--- config.mk ---
export PLATFORM = sky130hd
export DESIGN_NAME = ulms_status
export DESIGN_NICKNAME = d
export VERILOG_FILES = /design/src/include/ulms_pkg.sv /design/src/logic/ulms_sync2.sv /design/src/logic/ulms_rx_fifo.sv /design/src/logic/ulms_status.sv
export SDC_FILE = /design/constraint.sdc
export NUM_CORES = 1
export LEC_CHECK = 0
export BUFFER_PORTS_ARGS = -buffer_cell sky130_fd_sc_hd__buf_2
export CAP_MARGIN = 20
export CORE_MARGIN = 10
export CORE_UTILIZATION = 50
export CTS_BUF_LIST = sky130_fd_sc_hd__clkbuf_8 sky130_fd_sc_hd__clkbuf_16
export CTS_CLUSTER_DIAMETER = 120
export DETAILED_ROUTE_END_ITERATION = 6
export PLACE_DENSITY = 0.75
export SETUP_SLACK_MARGIN = 0.02
export SKIP_CTS_REPAIR_TIMING = 1
export SKIP_LAST_GASP = 1
export SYNTH_ARGS = -nofsm -noshare
export SYNTH_HDL_FRONTEND = slang
export SYNTH_SLANG_ARGS = --single-unit
--- constraint.sdc ---
create_clock -name clk_sys -period 7.3 [get_ports clk_sys]
set_input_delay 2.19 -clock clk_sys [delete_from_list [all_inputs] [get_ports clk_sys]]
set_output_delay 2.19 -clock clk_sys [all_outputs]
set_load 0.03 [all_outputs]
--- src/include/ulms_pkg.sv ---
// Constants shared by the line and peer signal status block
package ulms_pkg;
    // ------------------------------------------------------------
    // Widths and sizes
    // ------------------------------------------------------------
    localparam int ADDR_W     = 3;
    localparam int DATA_W     = 8;
    localparam int FIFO_DEPTH = 32;
    localparam int PTR_W      = 5;
    localparam int CNT_W      = 6;
    localparam int MDM_N      = 4;

    // ------------------------------------------------------------
    // Register offsets
    // ------------------------------------------------------------
    localparam logic [ADDR_W-1:0] REG_RX_DATA  = 3'h0;
    localparam logic [ADDR_W-1:0] REG_LINE     = 3'h1;
    localparam logic [ADDR_W-1:0] REG_PEER     = 3'h2;
    localparam logic [ADDR_W-1:0] REG_CTRL     = 3'h3;
    localparam logic [ADDR_W-1:0] REG_INT_STAT = 3'h4;
    localparam logic [ADDR_W-1:0] REG_INT_MASK = 3'h5;

    // ------------------------------------------------------------
    // Field positions
    // ------------------------------------------------------------
    localparam int LINE_AVAIL    = 0;
    localparam int LINE_OVERFLOW = 1;
    localparam int LINE_PARITY   = 2;
    localparam int LINE_STOP     = 3;
    localparam int LINE_SUMMARY  = 7;
    localparam int CTRL_FIFO_EN  = 0;
    localparam int CTRL_FLUSH    = 1;
    localparam int INT_RX_AVAIL  = 0;
    localparam int INT_OVERFLOW  = 1;
    localparam int INT_LINE_ERR  = 2;
    localparam int INT_PEER      = 3;
    localparam int INT_N         = 4;
    localparam int PEER_LEVEL_LO = 4;
    localparam int MDM_CTS       = 0;
    localparam int MDM_DSR       = 1;
    localparam int MDM_RI        = 2;
    localparam int MDM_DCD       = 3;
    localparam int ENTRY_PARITY  = 8;
    localparam int ENTRY_STOP    = 9;
    localparam int ENTRY_BREAK   = 10;
    localparam int ENTRY_W       = 11;

    // ------------------------------------------------------------
    // Reset values
    // ------------------------------------------------------------
    localparam logic [DATA_W-1:0] CTRL_RESET     = 8'h00;
    localparam logic [DATA_W-1:0] INT_MASK_RESET = 8'h00;
    localparam logic [MDM_N-1:0]  PIN_IDLE       = 4'hF;
endpackage : ulms_pkg

--- src/logic/ulms_sync2.sv ---
// Two-stage synchroniser for a group of asynchronous input pins
module ulms_sync2 #(
    parameter int                 WIDTH = 1,
    parameter logic [WIDTH-1:0]   INIT  = '0
) (
    input  wire logic             clk_sys,
    input  wire logic             reset_n,
    input  wire logic [WIDTH-1:0] pin_in,
    output logic      [WIDTH-1:0] pin_sync
);
    typedef struct packed {
        logic [WIDTH-1:0] meta;
        logic [WIDTH-1:0] stable;
    } ulms_sync_t;

    ulms_sync_t state;
    ulms_sync_t next_state;

    always_comb begin
        next_state.meta   = pin_in;
        next_state.stable = state.meta;
    end

    always_ff @(posedge clk_sys or negedge reset_n) begin
        if (!reset_n) begin
            state <= {INIT, INIT};
        end else begin
            state <= next_state;
        end
    end

    assign pin_sync = state.stable;
endmodule : ulms_sync2

--- src/logic/ulms_rx_fifo.sv ---
// Receive character queue holding data with its error flags
module ulms_rx_fifo
    import ulms_pkg::*;
(
    input  wire logic               clk_sys,
    input  wire logic               reset_n,
    input  wire logic               flush,
    input  wire logic               push,
    input  wire logic [ENTRY_W-1:0] push_entry,
    input  wire logic               pop,
    output logic      [ENTRY_W-1:0] head_entry,
    output logic      [CNT_W-1:0]   count
);
    typedef struct packed {
        logic [PTR_W-1:0] wr_ptr;
        logic [PTR_W-1:0] rd_ptr;
        logic [CNT_W-1:0] count;
    } ulms_fifo_t;

    ulms_fifo_t         state;
    ulms_fifo_t         next_state;
    logic [ENTRY_W-1:0] mem [FIFO_DEPTH];
    logic               do_push;
    logic               do_pop;

    // Caller never pushes when full nor pops when empty
    assign do_push = push && !flush;
    assign do_pop  = pop && !flush && (state.count != '0);

    always_comb begin
        next_state = state;
        if (flush) begin
            next_state = '0;
        end else begin
            if (do_push) begin
                next_state.wr_ptr = state.wr_ptr + 5'h1;
            end
            if (do_pop) begin
                next_state.rd_ptr = state.rd_ptr + 5'h1;
            end
            if (do_push && !do_pop) begin
                next_state.count = state.count + 6'h01;
            end else if (do_pop && !do_push) begin
                next_state.count = state.count - 6'h01;
            end
        end
    end

    always_ff @(posedge clk_sys or negedge reset_n) begin
        if (!reset_n) begin
            state <= '0;
        end else begin
            state <= next_state;
        end
    end

    always_ff @(posedge clk_sys) begin
        if (do_push) begin
            mem[state.wr_ptr] <= push_entry;
        end
    end

    assign head_entry = mem[state.rd_ptr];
    assign count      = state.count;
endmodule : ulms_rx_fifo

--- src/logic/ulms_status.sv ---
// Receive line condition, peer signal state and interrupt logic
//
// Implementation choices: the register addresses and the plain strobed port.
module ulms_status
    import ulms_pkg::*;
(
    input  wire logic              clk_sys,
    input  wire logic              reset_n,
    input  wire logic [ADDR_W-1:0] reg_addr,
    input  wire logic [DATA_W-1:0] reg_wdata,
    input  wire logic              reg_write,
    input  wire logic              reg_read,
    output logic      [DATA_W-1:0] reg_rdata,
    input  wire logic              rx_char_done,
    input  wire logic [DATA_W-1:0] rx_char_data,
    input  wire logic              rx_char_parity_bad,
    input  wire logic              rx_char_stop_bad,
    input  wire logic              rx_char_break,
    input  wire logic              cts_n,
    input  wire logic              dsr_n,
    input  wire logic              ri_n,
    input  wire logic              dcd_n,
    output logic                   rx_char_available,
    output logic                   peer_irq_request,
    output logic                   irq
);
    // ------------------------------------------------------------
    // State
    // ------------------------------------------------------------
    typedef struct packed {
        logic [DATA_W-1:0] rdata;
        logic [DATA_W-1:0] ctrl;
        logic [DATA_W-1:0] int_mask;
        logic [INT_N-1:0]  int_stat;
        logic              overflow;
        logic              summary;
        logic [CNT_W-1:0]  err_count;
        logic [MDM_N-1:0]  mdm_prev;
        logic [MDM_N-1:0]  mdm_delta;
    } ulms_state_t;

    ulms_state_t        state;
    ulms_state_t        next_state;

    logic [MDM_N-1:0]   pins_sync;
    logic [MDM_N-1:0]   mdm_level;
    logic [ENTRY_W-1:0] head_entry;
    logic [CNT_W-1:0]   fifo_count;
    logic [ENTRY_W-1:0] push_entry;
    logic [CNT_W-1:0]   capacity;
    logic               fifo_full;
    logic               fifo_empty;
    logic               push;
    logic               pop;
    logic               flush;
    logic               push_err;
    logic               pop_err;
    logic               head_parity;
    logic               head_stop;
    logic [DATA_W-1:0]  line_value;
    logic [DATA_W-1:0]  peer_value;
    logic               rd_line;
    logic               rd_peer;
    logic               rd_int;
    logic               rd_data;
    logic               wr_ctrl;
    logic               wr_mask;
    logic               rd_ctrl;
    logic               rd_mask;
    logic               rx_drop;
    logic [MDM_N-1:0]   mdm_change;

    // ------------------------------------------------------------
    // Pin synchronisers
    // ------------------------------------------------------------
    ulms_sync2 #(
        .WIDTH (MDM_N),
        .INIT  (PIN_IDLE)
    ) u_pin_sync (
        .clk_sys  (clk_sys),
        .reset_n  (reset_n),
        .pin_in   ({dcd_n, ri_n, dsr_n, cts_n}),
        .pin_sync (pins_sync)
    );

    // Pins are active low; register shows asserted as one
    assign mdm_level = ~pins_sync;

    // ------------------------------------------------------------
    // Receive queue
    // ------------------------------------------------------------
    ulms_rx_fifo u_rx_fifo (
        .clk_sys    (clk_sys),
        .reset_n    (reset_n),
        .flush      (flush),
        .push       (push),
        .push_entry (push_entry),
        .pop        (pop),
        .head_entry (head_entry),
        .count      (fifo_count)
    );

    // Without queue mode only a single holding slot is used
    assign capacity   = state.ctrl[CTRL_FIFO_EN] ? CNT_W'(FIFO_DEPTH) : 6'h01;
    assign fifo_full  = (fifo_count >= capacity);
    assign fifo_empty = (fifo_count == '0);

    assign push_entry = {rx_char_break, rx_char_stop_bad, rx_char_parity_bad, rx_char_data};
    assign push       = rx_char_done && !fifo_full && !flush;
    assign rx_drop    = rx_char_done && fifo_full && !flush;

    // ------------------------------------------------------------
    // Register decode
    // ------------------------------------------------------------
    always_comb begin
        rd_line = 1'b0;
        rd_peer = 1'b0;
        rd_int  = 1'b0;
        rd_data = 1'b0;
        wr_ctrl = 1'b0;
        wr_mask = 1'b0;
        rd_ctrl = 1'b0;
        rd_mask = 1'b0;
        if (reg_read && reg_addr == REG_LINE) begin
            rd_line = 1'b1;
        end else if (reg_read && reg_addr == REG_PEER) begin
            rd_peer = 1'b1;
        end else if (reg_read && reg_addr == REG_INT_STAT) begin
            rd_int = 1'b1;
        end else if (reg_read && reg_addr == REG_RX_DATA) begin
            rd_data = 1'b1;
        end else if (reg_read && reg_addr == REG_CTRL) begin
            rd_ctrl = 1'b1;
        end else if (reg_read && reg_addr == REG_INT_MASK) begin
            rd_mask = 1'b1;
        end else if (reg_write && reg_addr == REG_CTRL) begin
            wr_ctrl = 1'b1;
        end else if (reg_write && reg_addr == REG_INT_MASK) begin
            wr_mask = 1'b1;
        end
    end

    assign pop   = rd_data && !fifo_empty;
    // Changing queue mode or the flush bit empties the queue
    assign flush = wr_ctrl && (reg_wdata[CTRL_FLUSH]
                   || (reg_wdata[CTRL_FIFO_EN] != state.ctrl[CTRL_FIFO_EN]));

    assign push_err = push && (rx_char_parity_bad || rx_char_stop_bad || rx_char_break);
    assign pop_err  = pop && (head_entry[ENTRY_PARITY] || head_entry[ENTRY_STOP]
                      || head_entry[ENTRY_BREAK]);

    // ------------------------------------------------------------
    // Read values
    // ------------------------------------------------------------
    // head stop bit fault
    assign head_stop   = !fifo_empty && head_entry[ENTRY_STOP];
    assign head_parity = !fifo_empty && head_entry[ENTRY_PARITY];

    always_comb begin
        line_value                = '0;
        line_value[LINE_AVAIL]    = !fifo_empty;
        line_value[LINE_OVERFLOW] = state.overflow;
        line_value[LINE_PARITY]   = head_parity;
        line_value[LINE_STOP]     = head_stop;
        line_value[LINE_SUMMARY]  = state.summary;
    end

    assign peer_value = {mdm_level, state.mdm_delta};

    assign mdm_change = mdm_level ^ state.mdm_prev;

    // ------------------------------------------------------------
    // Next state
    // ------------------------------------------------------------
    always_comb begin
        next_state = state;

        // --------------------------------------------------------
        // Read data
        // --------------------------------------------------------
        next_state.rdata = '0;
        if (rd_line) begin
            next_state.rdata = line_value;
        end else if (rd_peer) begin
            next_state.rdata = peer_value;
        end else if (rd_int) begin
            next_state.rdata = {{(DATA_W-INT_N){1'b0}}, state.int_stat};
        end else if (rd_data && !fifo_empty) begin
            next_state.rdata = head_entry[DATA_W-1:0];
        end else if (rd_ctrl) begin
            next_state.rdata = state.ctrl;
        end else if (rd_mask) begin
            next_state.rdata = state.int_mask;
        end

        if (wr_ctrl) begin
            next_state.ctrl               = '0;
            next_state.ctrl[CTRL_FIFO_EN] = reg_wdata[CTRL_FIFO_EN];
        end
        if (wr_mask) begin
            next_state.int_mask = reg_wdata;
        end

        // --------------------------------------------------------
        // Line condition flags
        // --------------------------------------------------------
        // overflow, set wins
        if (rd_line) begin
            next_state.overflow = 1'b0;
        end
        if (rx_drop) begin
            next_state.overflow = 1'b1;
        end

        // Count errored entries still held in the queue
        if (flush) begin
            next_state.err_count = '0;
        end else if (push_err && !pop_err) begin
            next_state.err_count = state.err_count + 6'h01;
        end else if (pop_err && !push_err) begin
            next_state.err_count = state.err_count - 6'h01;
        end

        // summary, set wins
        // Also drops once no errored entry is left
        if (rd_line || flush || next_state.err_count == '0) begin
            next_state.summary = 1'b0;
        end
        if (push_err && state.ctrl[CTRL_FIFO_EN]) begin
            next_state.summary = 1'b1;
        end

        // --------------------------------------------------------
        // Peer change bits
        // --------------------------------------------------------
        // change detection
        next_state.mdm_prev = mdm_level;
        if (rd_peer) begin
            next_state.mdm_delta = '0;
        end
        next_state.mdm_delta = next_state.mdm_delta | mdm_change;

        // --------------------------------------------------------
        // Interrupt events
        // --------------------------------------------------------
        // Sticky interrupt events, cleared by reading them
        if (rd_int) begin
            next_state.int_stat = '0;
        end
        if (push) begin
            next_state.int_stat[INT_RX_AVAIL] = 1'b1;
        end
        if (rx_drop) begin
            next_state.int_stat[INT_OVERFLOW] = 1'b1;
        end
        if (push_err) begin
            next_state.int_stat[INT_LINE_ERR] = 1'b1;
        end
        if (mdm_change != '0) begin
            next_state.int_stat[INT_PEER] = 1'b1;
        end
    end

    // ------------------------------------------------------------
    // State register
    // ------------------------------------------------------------
    always_ff @(posedge clk_sys or negedge reset_n) begin
        if (!reset_n) begin
            state           <= '0;
            state.ctrl      <= CTRL_RESET;
            state.int_mask  <= INT_MASK_RESET;
        end else begin
            state <= next_state;
        end
    end

    // ------------------------------------------------------------
    // Outputs
    // ------------------------------------------------------------
    assign reg_rdata         = state.rdata;
    assign rx_char_available = !fifo_empty;
    assign peer_irq_request  = (state.mdm_delta != '0);
    assign irq               = ((state.int_stat & state.int_mask[INT_N-1:0]) != '0);
endmodule : ulms_status

Word-level counts from Yosys, hierarchy flattened
Memories as Yosys holds them, arrays and structs flattened.
Cells that the tools add are included.
{"block": "op_classes", "n_bitwise": 4, "shifts": 0, "eq_ne": 6, "n_mul": 0, "reduce_logical": 56, "addsub": 6, "order_cmp": 1, "div": 0, "mux": 63}
{"cell": "two-way mux 8 bit", "count": 6}
{"cell": "two-way mux 1 bit", "count": 46}
{"cell": "two-way mux 6 bit", "count": 6}
{"cell": "logical AND 1 bit", "count": 26}
{"cell": "two-way mux 16 bit", "count": 1}
{"cell": "nonzero test 2 bit", "count": 8}
{"cell": "adder 6 x 1 -> 6 bit (second input constant)", "count": 2}
{"cell": "logical NOT 6 bit", "count": 2}
{"cell": "nonzero test 4 bit", "count": 3}
{"cell": "subtractor 6 x 1 -> 6 bit (second input constant)", "count": 2}
{"cell": "adder 5 x 1 -> 5 bit (second input constant)", "count": 2}
{"cell": "two-way mux 5 bit", "count": 2}
{"cell": "two-way mux 4 bit", "count": 2}
{"cell": "logical NOT 1 bit", "count": 7}
{"cell": "logical OR 1 bit", "count": 7}
{"cell": "== test 3 x 2 -> 1 bit (second input constant)", "count": 2}
{"cell": "== test 3 bit (second input constant)", "count": 2}
{"cell": "greater-or-equal comparator 6 bit", "count": 1}
{"cell": "nonzero test 6 bit", "count": 1}
{"cell": "AND 4 bit", "count": 1}
{"cell": "NOT 4 bit", "count": 1}
{"cell": "OR 4 bit", "count": 1}
{"cell": "XOR 4 bit", "count": 1}
{"cell": "== test 3 x 1 -> 1 bit (second input constant)", "count": 1}
{"cell": "3 further kinds", "count": 3}
{"block": "word_totals", "wordCells": 154, "mem_count": 1, "latchBits": 0, "mem_bits_ro": 0, "mem_bits_rw": 352, "reg_bits": 61}
{"name": "u_rx_fifo.mem", "words": 32, "width": 11, "read_ports": 1, "rd_clocked_by_memory_dff": 0, "write_ports": 1, "line": "ulms_rx_fifo.sv:22", "source": "logic [ENTRY_W-1:0] mem [FIFO_DEPTH];"}

Depth between registers and ports, before layout
{"block": "depth", "depth_word": 22, "ltp_mapped": 17, "mapped_depth_nobuf": 16}

By module
A second synthesis with hierarchy kept.
{"block": "unflattened", "cells_unflattened": 1027, "hier_area_um2": 17018.8}
{"mod": "ulms_rx_fifo", "instances": 1, "area_per_inst_um2": 14816.7, "seq_area_each_um2": 10970.5, "cells_per_inst": 818}
{"mod": "ulms_status", "instances": 1, "area_per_inst_um2": 1991.9, "seq_area_each_um2": 925.9, "cells_per_inst": 201}
{"mod": "ulms_sync2", "instances": 1, "area_per_inst_um2": 210.2, "seq_area_each_um2": 210.2, "cells_per_inst": 8}

Least setup slack after synthesis
Ideal clock, no wire load.
{"block": "synth_path", "kind": "input to register", "startpoint": "input reg_addr[0]", "endpoint": "register u_rx_fifo.state, in the netlist u_rx_fifo.count[5]", "setup_time_ns": 0.083, "required_ns": 7.217, "setup_slack_ns": 2.287, "stages": 15, "arrival_ns": 4.931, "path_cell_list": "clkbuf_1 nand3b_1 a211oi_1 nor2_1 nand2_1 ha_1 a21oi_1 nand2_1 a21o_1 a21o_1 nand3_1 o21ai_0 nand2_1 o21ai_0 o21ai_0"}
{"block": "synth_between", "elab_chain_len": 17, "elab_cells_between_ends": 38}
{"element": "start: declaration", "line": "ulms_status.sv:9", "source": "input wire logic [ADDR_W-1:0] reg_addr,"}
{"element": "== test 3 x 2 -> 1 bit", "line": "ulms_status.sv:132, ulms_status.sv:136"}
{"element": "logical AND 1 bit", "line": "ulms_status.sv:136", "source": "end else if (reg_write && reg_addr == REG_CTRL) begin"}
{"element": "two-way mux 1 bit", "line": "ulms_status.sv:136"}
{"element": "two-way mux 1 bit", "line": "ulms_status.sv:134", "source": "end else if (reg_read && reg_addr == REG_INT_MASK) begin"}
{"element": "two-way mux 1 bit", "line": "ulms_status.sv:132", "source": "end else if (reg_read && reg_addr == REG_CTRL) begin"}
{"element": "two-way mux 1 bit", "line": "ulms_status.sv:130", "source": "end else if (reg_read && reg_addr == REG_RX_DATA) begin"}
{"element": "two-way mux 1 bit", "line": "ulms_status.sv:128", "source": "end else if (reg_read && reg_addr == REG_INT_STAT) begin"}
{"element": "two-way mux 1 bit", "line": "ulms_status.sv:126", "source": "end else if (reg_read && reg_addr == REG_PEER) begin"}
{"element": "two-way mux 1 bit", "line": "ulms_status.sv:124", "source": "if (reg_read && reg_addr == REG_LINE) begin"}
{"element": "logical AND 1 bit", "line": "ulms_status.sv:145", "source": "assign flush = wr_ctrl && (reg_wdata[CTRL_FLUSH]"}
{"element": "logical NOT 1 bit", "line": "ulms_rx_fifo.sv:27, ulms_rx_fifo.sv:28, ulms_status.sv:109"}
{"element": "logical AND 1 bit (2 in a row)", "line": "ulms_rx_fifo.sv:28", "source": "assign do_pop = pop && !flush && (state.count != '0);"}
{"element": "logical NOT 1 bit", "line": "ulms_rx_fifo.sv:41", "source": "if (do_push && !do_pop) begin"}
{"element": "logical AND 1 bit", "line": "ulms_rx_fifo.sv:41"}
{"element": "two-way mux 6 bit", "line": "ulms_rx_fifo.sv:41"}
{"element": "two-way mux 16 bit", "line": "ulms_rx_fifo.sv:32", "source": "if (flush) begin"}
{"element": "end signal: assignment", "line": "ulms_rx_fifo.sv:53", "source": "state <= next_state;"}
{"element": "end: declaration", "line": "ulms_rx_fifo.sv:20", "source": "ulms_fifo_t state;"}
Several ways; a longest one is shown, not always the timed one.
A chain may end at the register's enable or synchronous reset.

Worst setup path in the final report
{"block": "layout_path", "startpoint": "input rx_char_done", "endpoint": "memory u_rx_fifo.mem[20][6], enable pin"}
{"block": "layout_between", "elab_chain_len": 5}
{"element": "start: declaration", "line": "ulms_status.sv:14", "source": "input wire logic rx_char_done,"}
{"element": "logical AND 1 bit (2 in a row)", "line": "ulms_status.sv:109", "source": "assign push = rx_char_done && !fifo_full && !flush;"}
{"element": "logical AND 1 bit", "line": "ulms_rx_fifo.sv:27", "source": "assign do_push = push && !flush;"}
{"element": "two-way mux 1 bit", "line": "ulms_rx_fifo.sv:58", "source": "if (do_push) begin"}
{"element": "two-way mux 1 bit (implied by the code)", "line": "ulms_rx_fifo.sv:59", "source": "mem[state.wr_ptr] <= push_entry;"}
{"element": "end: declaration", "line": "ulms_rx_fifo.sv:22"}
No other way between the ends.

==> results.py <==
metrics = {
    "critical_path": {
        "path_class": "in2reg",
        "cp.required_ns": 7.44,
        "max_stage_delay_ns": 0.99,
        "worst-path-buf-inv": 1,
        "crit_family": "simple AND/OR/NAND/NOR gates",
        "crit_slowest_cell": "nor2_1",
        "crit_fanout": 11,
        "setup.worst_path.start_class": "primary input",
        "path_common_cell": "nor2_1",
        "cp-end-kind": "register",
        "critical_path_arrival_ns": 4.78,
        "path_cells": "buf_2 > or4bb_1 > o32a_1 > nor2_1 > nand2_1 > nor2_1",
    },
    "job": {
        "max-cap-violations": 0,
    },
    "outcome": {
        "status": "finished clean",
    },
    "floorplanning": {
        "core_um2": 32800,
        "row_count": 66,
        "ioPinCount": 42,
        "die-width_um": 203,
        "die_h_um": 203,
        "start_util_pct": 51.0,
        "dieArea_um2": 41200,
    },
    "cells_and_area": {
        "area_delta_synth_final_pct": 12.5,
        "final_nets": 977,
        "drive_above_1_share_pct": 25.3,
        "antenna_cells": 0,
        "fin_cells": 1406,
        "utilization_pct": 57.4,
    },
    "power_and_ir_drop": {
        "intPower_mw": 4.74,
        "leakage_nw": 6.26,
        "p_sw_mw": 1.81,
        "powerDensity_nw_per_um2": 348,
        "comb_power_share_pct": 22.3,
        "power_mw": 6.55,
        "switching_share_pct": 27.6,
        "clock_power_share_pct": 33.5,
        "peakVddDrop_mv": 0.192,
        "seqPwrFrac_pct": 44.2,
    },
    "place": {
        "finalWeightedCongestion": 0.840,
        "placed_cells": 1326,
        "io_buffer_count": 41,
        "hpwl_mm": 20.7,
    },
    "routing": {
        "drc": 0,
        "drt_wl_total_mm": 33.7,
        "drtIter0Drc": 921,
        "drt_pass1_iterations": 5,
        "avgRoutedWirePerCell_um": 24.0,
        "num_vias": 8313,
        "via_per_inst": 5.91,
        "antenna_left": 0,
    },
    "synth": {
        "syn_area_um2": 16700,
        "synth_warnings": 0,
        "synthFlopType": "edfxtp_1",
        "synthArstFlopShare_pct": 14.8,
        "postSynthRegisterBits": 413,
        "yosysSeqAreaShare_pct": 72.4,
        "yosysTopAreaCell": "edfxtp_1",
        "synth_area_leaders": "edfxtp_1 (63%), mux4_2 (14%), dfrtp_1 (7.9%)",
        "syn_nets": 928,
        "synthDominantCellAreaShare_pct": 63.2,
        "synthCells": 882,
        "synth_edf_count": 352,
        "ys_types": 52,
        "avgSynthCellArea_um2": 19.0,
        "synth_common_cells": "edfxtp_1 (352), mux4_2 (101), nor2_1 (65)",
        "yosysMostFrequentCell": "edfxtp_1",
    },
    "timing": {
        "min_period_ns": 4.64,
        "whs_ns": 0.350,
        "slew_headroom_pct": 24.1,
        "fin_setup_tns_ns": 0,
        "tightest_slew_ns": 1.13,
        "rsz0062_at_grt": "no",
        "max_freq_mhz": 216,
        "fin_crit_sh_pct": 63.5,
        "final_max_slew_viol_count": 0,
        "finalHoldViolations": 0,
        "skew_ns": 0.0145,
        "finalSetupViolCount": 0,
    },
    "global_route": {
        "grt_pass1_vias": 8415,
        "antenna_found_initial": 0,
        "grt_first_pass_wirelength_mm": 52.2,
        "grt_max_degree": 62,
        "overflow": 0,
        "grt_use_total_pct": 16.5,
    },
    "clocking": {
        "cts_tree": "done",
        "cts_max_level": 2,
        "root_buffer": "clkbuf_16",
        "clockBufferDepth": 3,
        "insertion_delay_ns": 0.53,
        "clk_transition_reported_paths_ns": 0.06,
        "cts_sinks": 413,
        "numCtsBuffers": 43,
    },
    "worst_hold_path": {
        "min_path_type": "reg2reg",
    },
}
-- logic make-up (layout without fill, tap and decap cells) --
logic type | after synthesis | count (layout) | share of synthesized area (%)
simple gates | 174 | 174 | 4.86
flops | 413 | 413 | 72.4
fa+ha+maj | 15 | 15 | 1.17
compound gates | 54 | 54 | 2.10
mux | 134 | 134 | 16.4
xor+xnor | 23 | 23 | 1.20
buf+inv | 69 | 151 | 1.91
-- path summary, 6_finish.rpt --
path / slack, ns / cells past startpoint / from / endpoint
worst max register to register: 2.76 / 10 / u_rx_fifo.state[6] / line_value[7]
worst max-delay path: 2.66 / 6 / rx_char_done / u_rx_fifo.mem[20][6]
max in group asynchronous: 4.90 / 2 / reset_n / u_rx_fifo.state[7]
worst min register to register: 0.35 / 0 / u_pin_sync.next_state[0] / u_pin_sync.pin_sync[0]
worst min-delay path: 0.35 / 0 / u_pin_sync.next_state[0] / u_pin_sync.pin_sync[0]
min in group asynchronous: 1.81 / 2 / reset_n / u_rx_fifo.count[2]
-- per-layer routing --
metal,up-vias,share of wire (%),global-route usage (%)
li1,3595,-,-
met1,4350,44,23.9
met2,320,46,24.9
met3,48,7.6,3.71
met4,0,2.2,4.26
met5,-,0,0
-- power groups by stage --
| stage | clock (mW) | combinational, mW | sequential [mW] |
|---|---|---|---|
| finish | 2.20 | 1.46 | 2.90 |
| global route | 2.32 | 1.58 | 2.92 |
| CTS | 2.22 | 1.46 | 2.90 |
| detailed placement | 0 | 1.45 | 2.94 |
| global placement | 0 | 1.43 | 2.94 |
| floorplan | 0 | 1.13 | 2.81 |
-- through the flow --
| stage | cell area [um^2] | setup slack [ns] |
|---|---|---|
| 2_1_floorplan | 16700 | 2.29 |
| 3_3_place_gp | 17400 | 2.24 |
| 3_5_place_dp | 17400 | 2.19 |
| 4_1_cts | 18800 | 2.70 |
| 5_1_grt | 18800 | 2.38 |
| 6_report | 18800 | 2.66 |
-- state kept, by name, summed over array words and instances, names as in the netlist --
name                   count
u_rx_fifo.state           10
state                     23
u_pin_sync.pin_sync        4
reg_rdata                  8
line_value                 2
peer_value                 4
u_rx_fifo.mem            352
u_pin_sync.next_state      4
u_rx_fifo.count            6
-- layout make-up --
cell class	instances	area (um^2)
flip-flops and latches	413	12100
clock inverters	33	308
inverters	20	75.1
clock buffers	45	1130
fillers	2416	14000
multi-input cells	400	4310
repair buffers	53	320
well taps	442	553
-- cells in the final DEF, fill, tap and decap left out, types with 3 or more instances in the layout --
master / n
mux4_2: 101
nand3b_1: 5
dfstp_2: 8
or4_1: 4
mux4_1: 7
nand2b_1: 6
clkinv_1: 9
or3_1: 4
xnor2_1: 9
xor2_1: 14
nand3_1: 8
mux2_2: 12
inv_1: 28
dfrtp_1: 50
nor2_1: 65
nor3b_1: 3
clkinvlp_4: 4
a21o_1: 5
bufinv_16: 6
nor2b_1: 6
nand2_1: 51
clkbuf_16: 45
buf_4: 10
buf_2: 41
nand4_1: 7
clkinv_2: 5
o21ai_0: 20
nor3_1: 6
a21oi_1: 11
edfxtp_1: 352
mux2i_1: 14
ha_1: 14
-- worst reg2reg max path: stages (launching register included) --
cell and delay, ns:
dfrtp_4 0.86, buf_12 0.40, mux4_1 0.67, mux4_2 0.54
mux2i_1 0.27, nand2_1 0.17, o21ai_2 0.46, mux2i_1 0.27
xor2_1 0.10, o41a_1 0.42, a211o_1 0.27
Note: power is estimated with default switching activity, not from simulation.
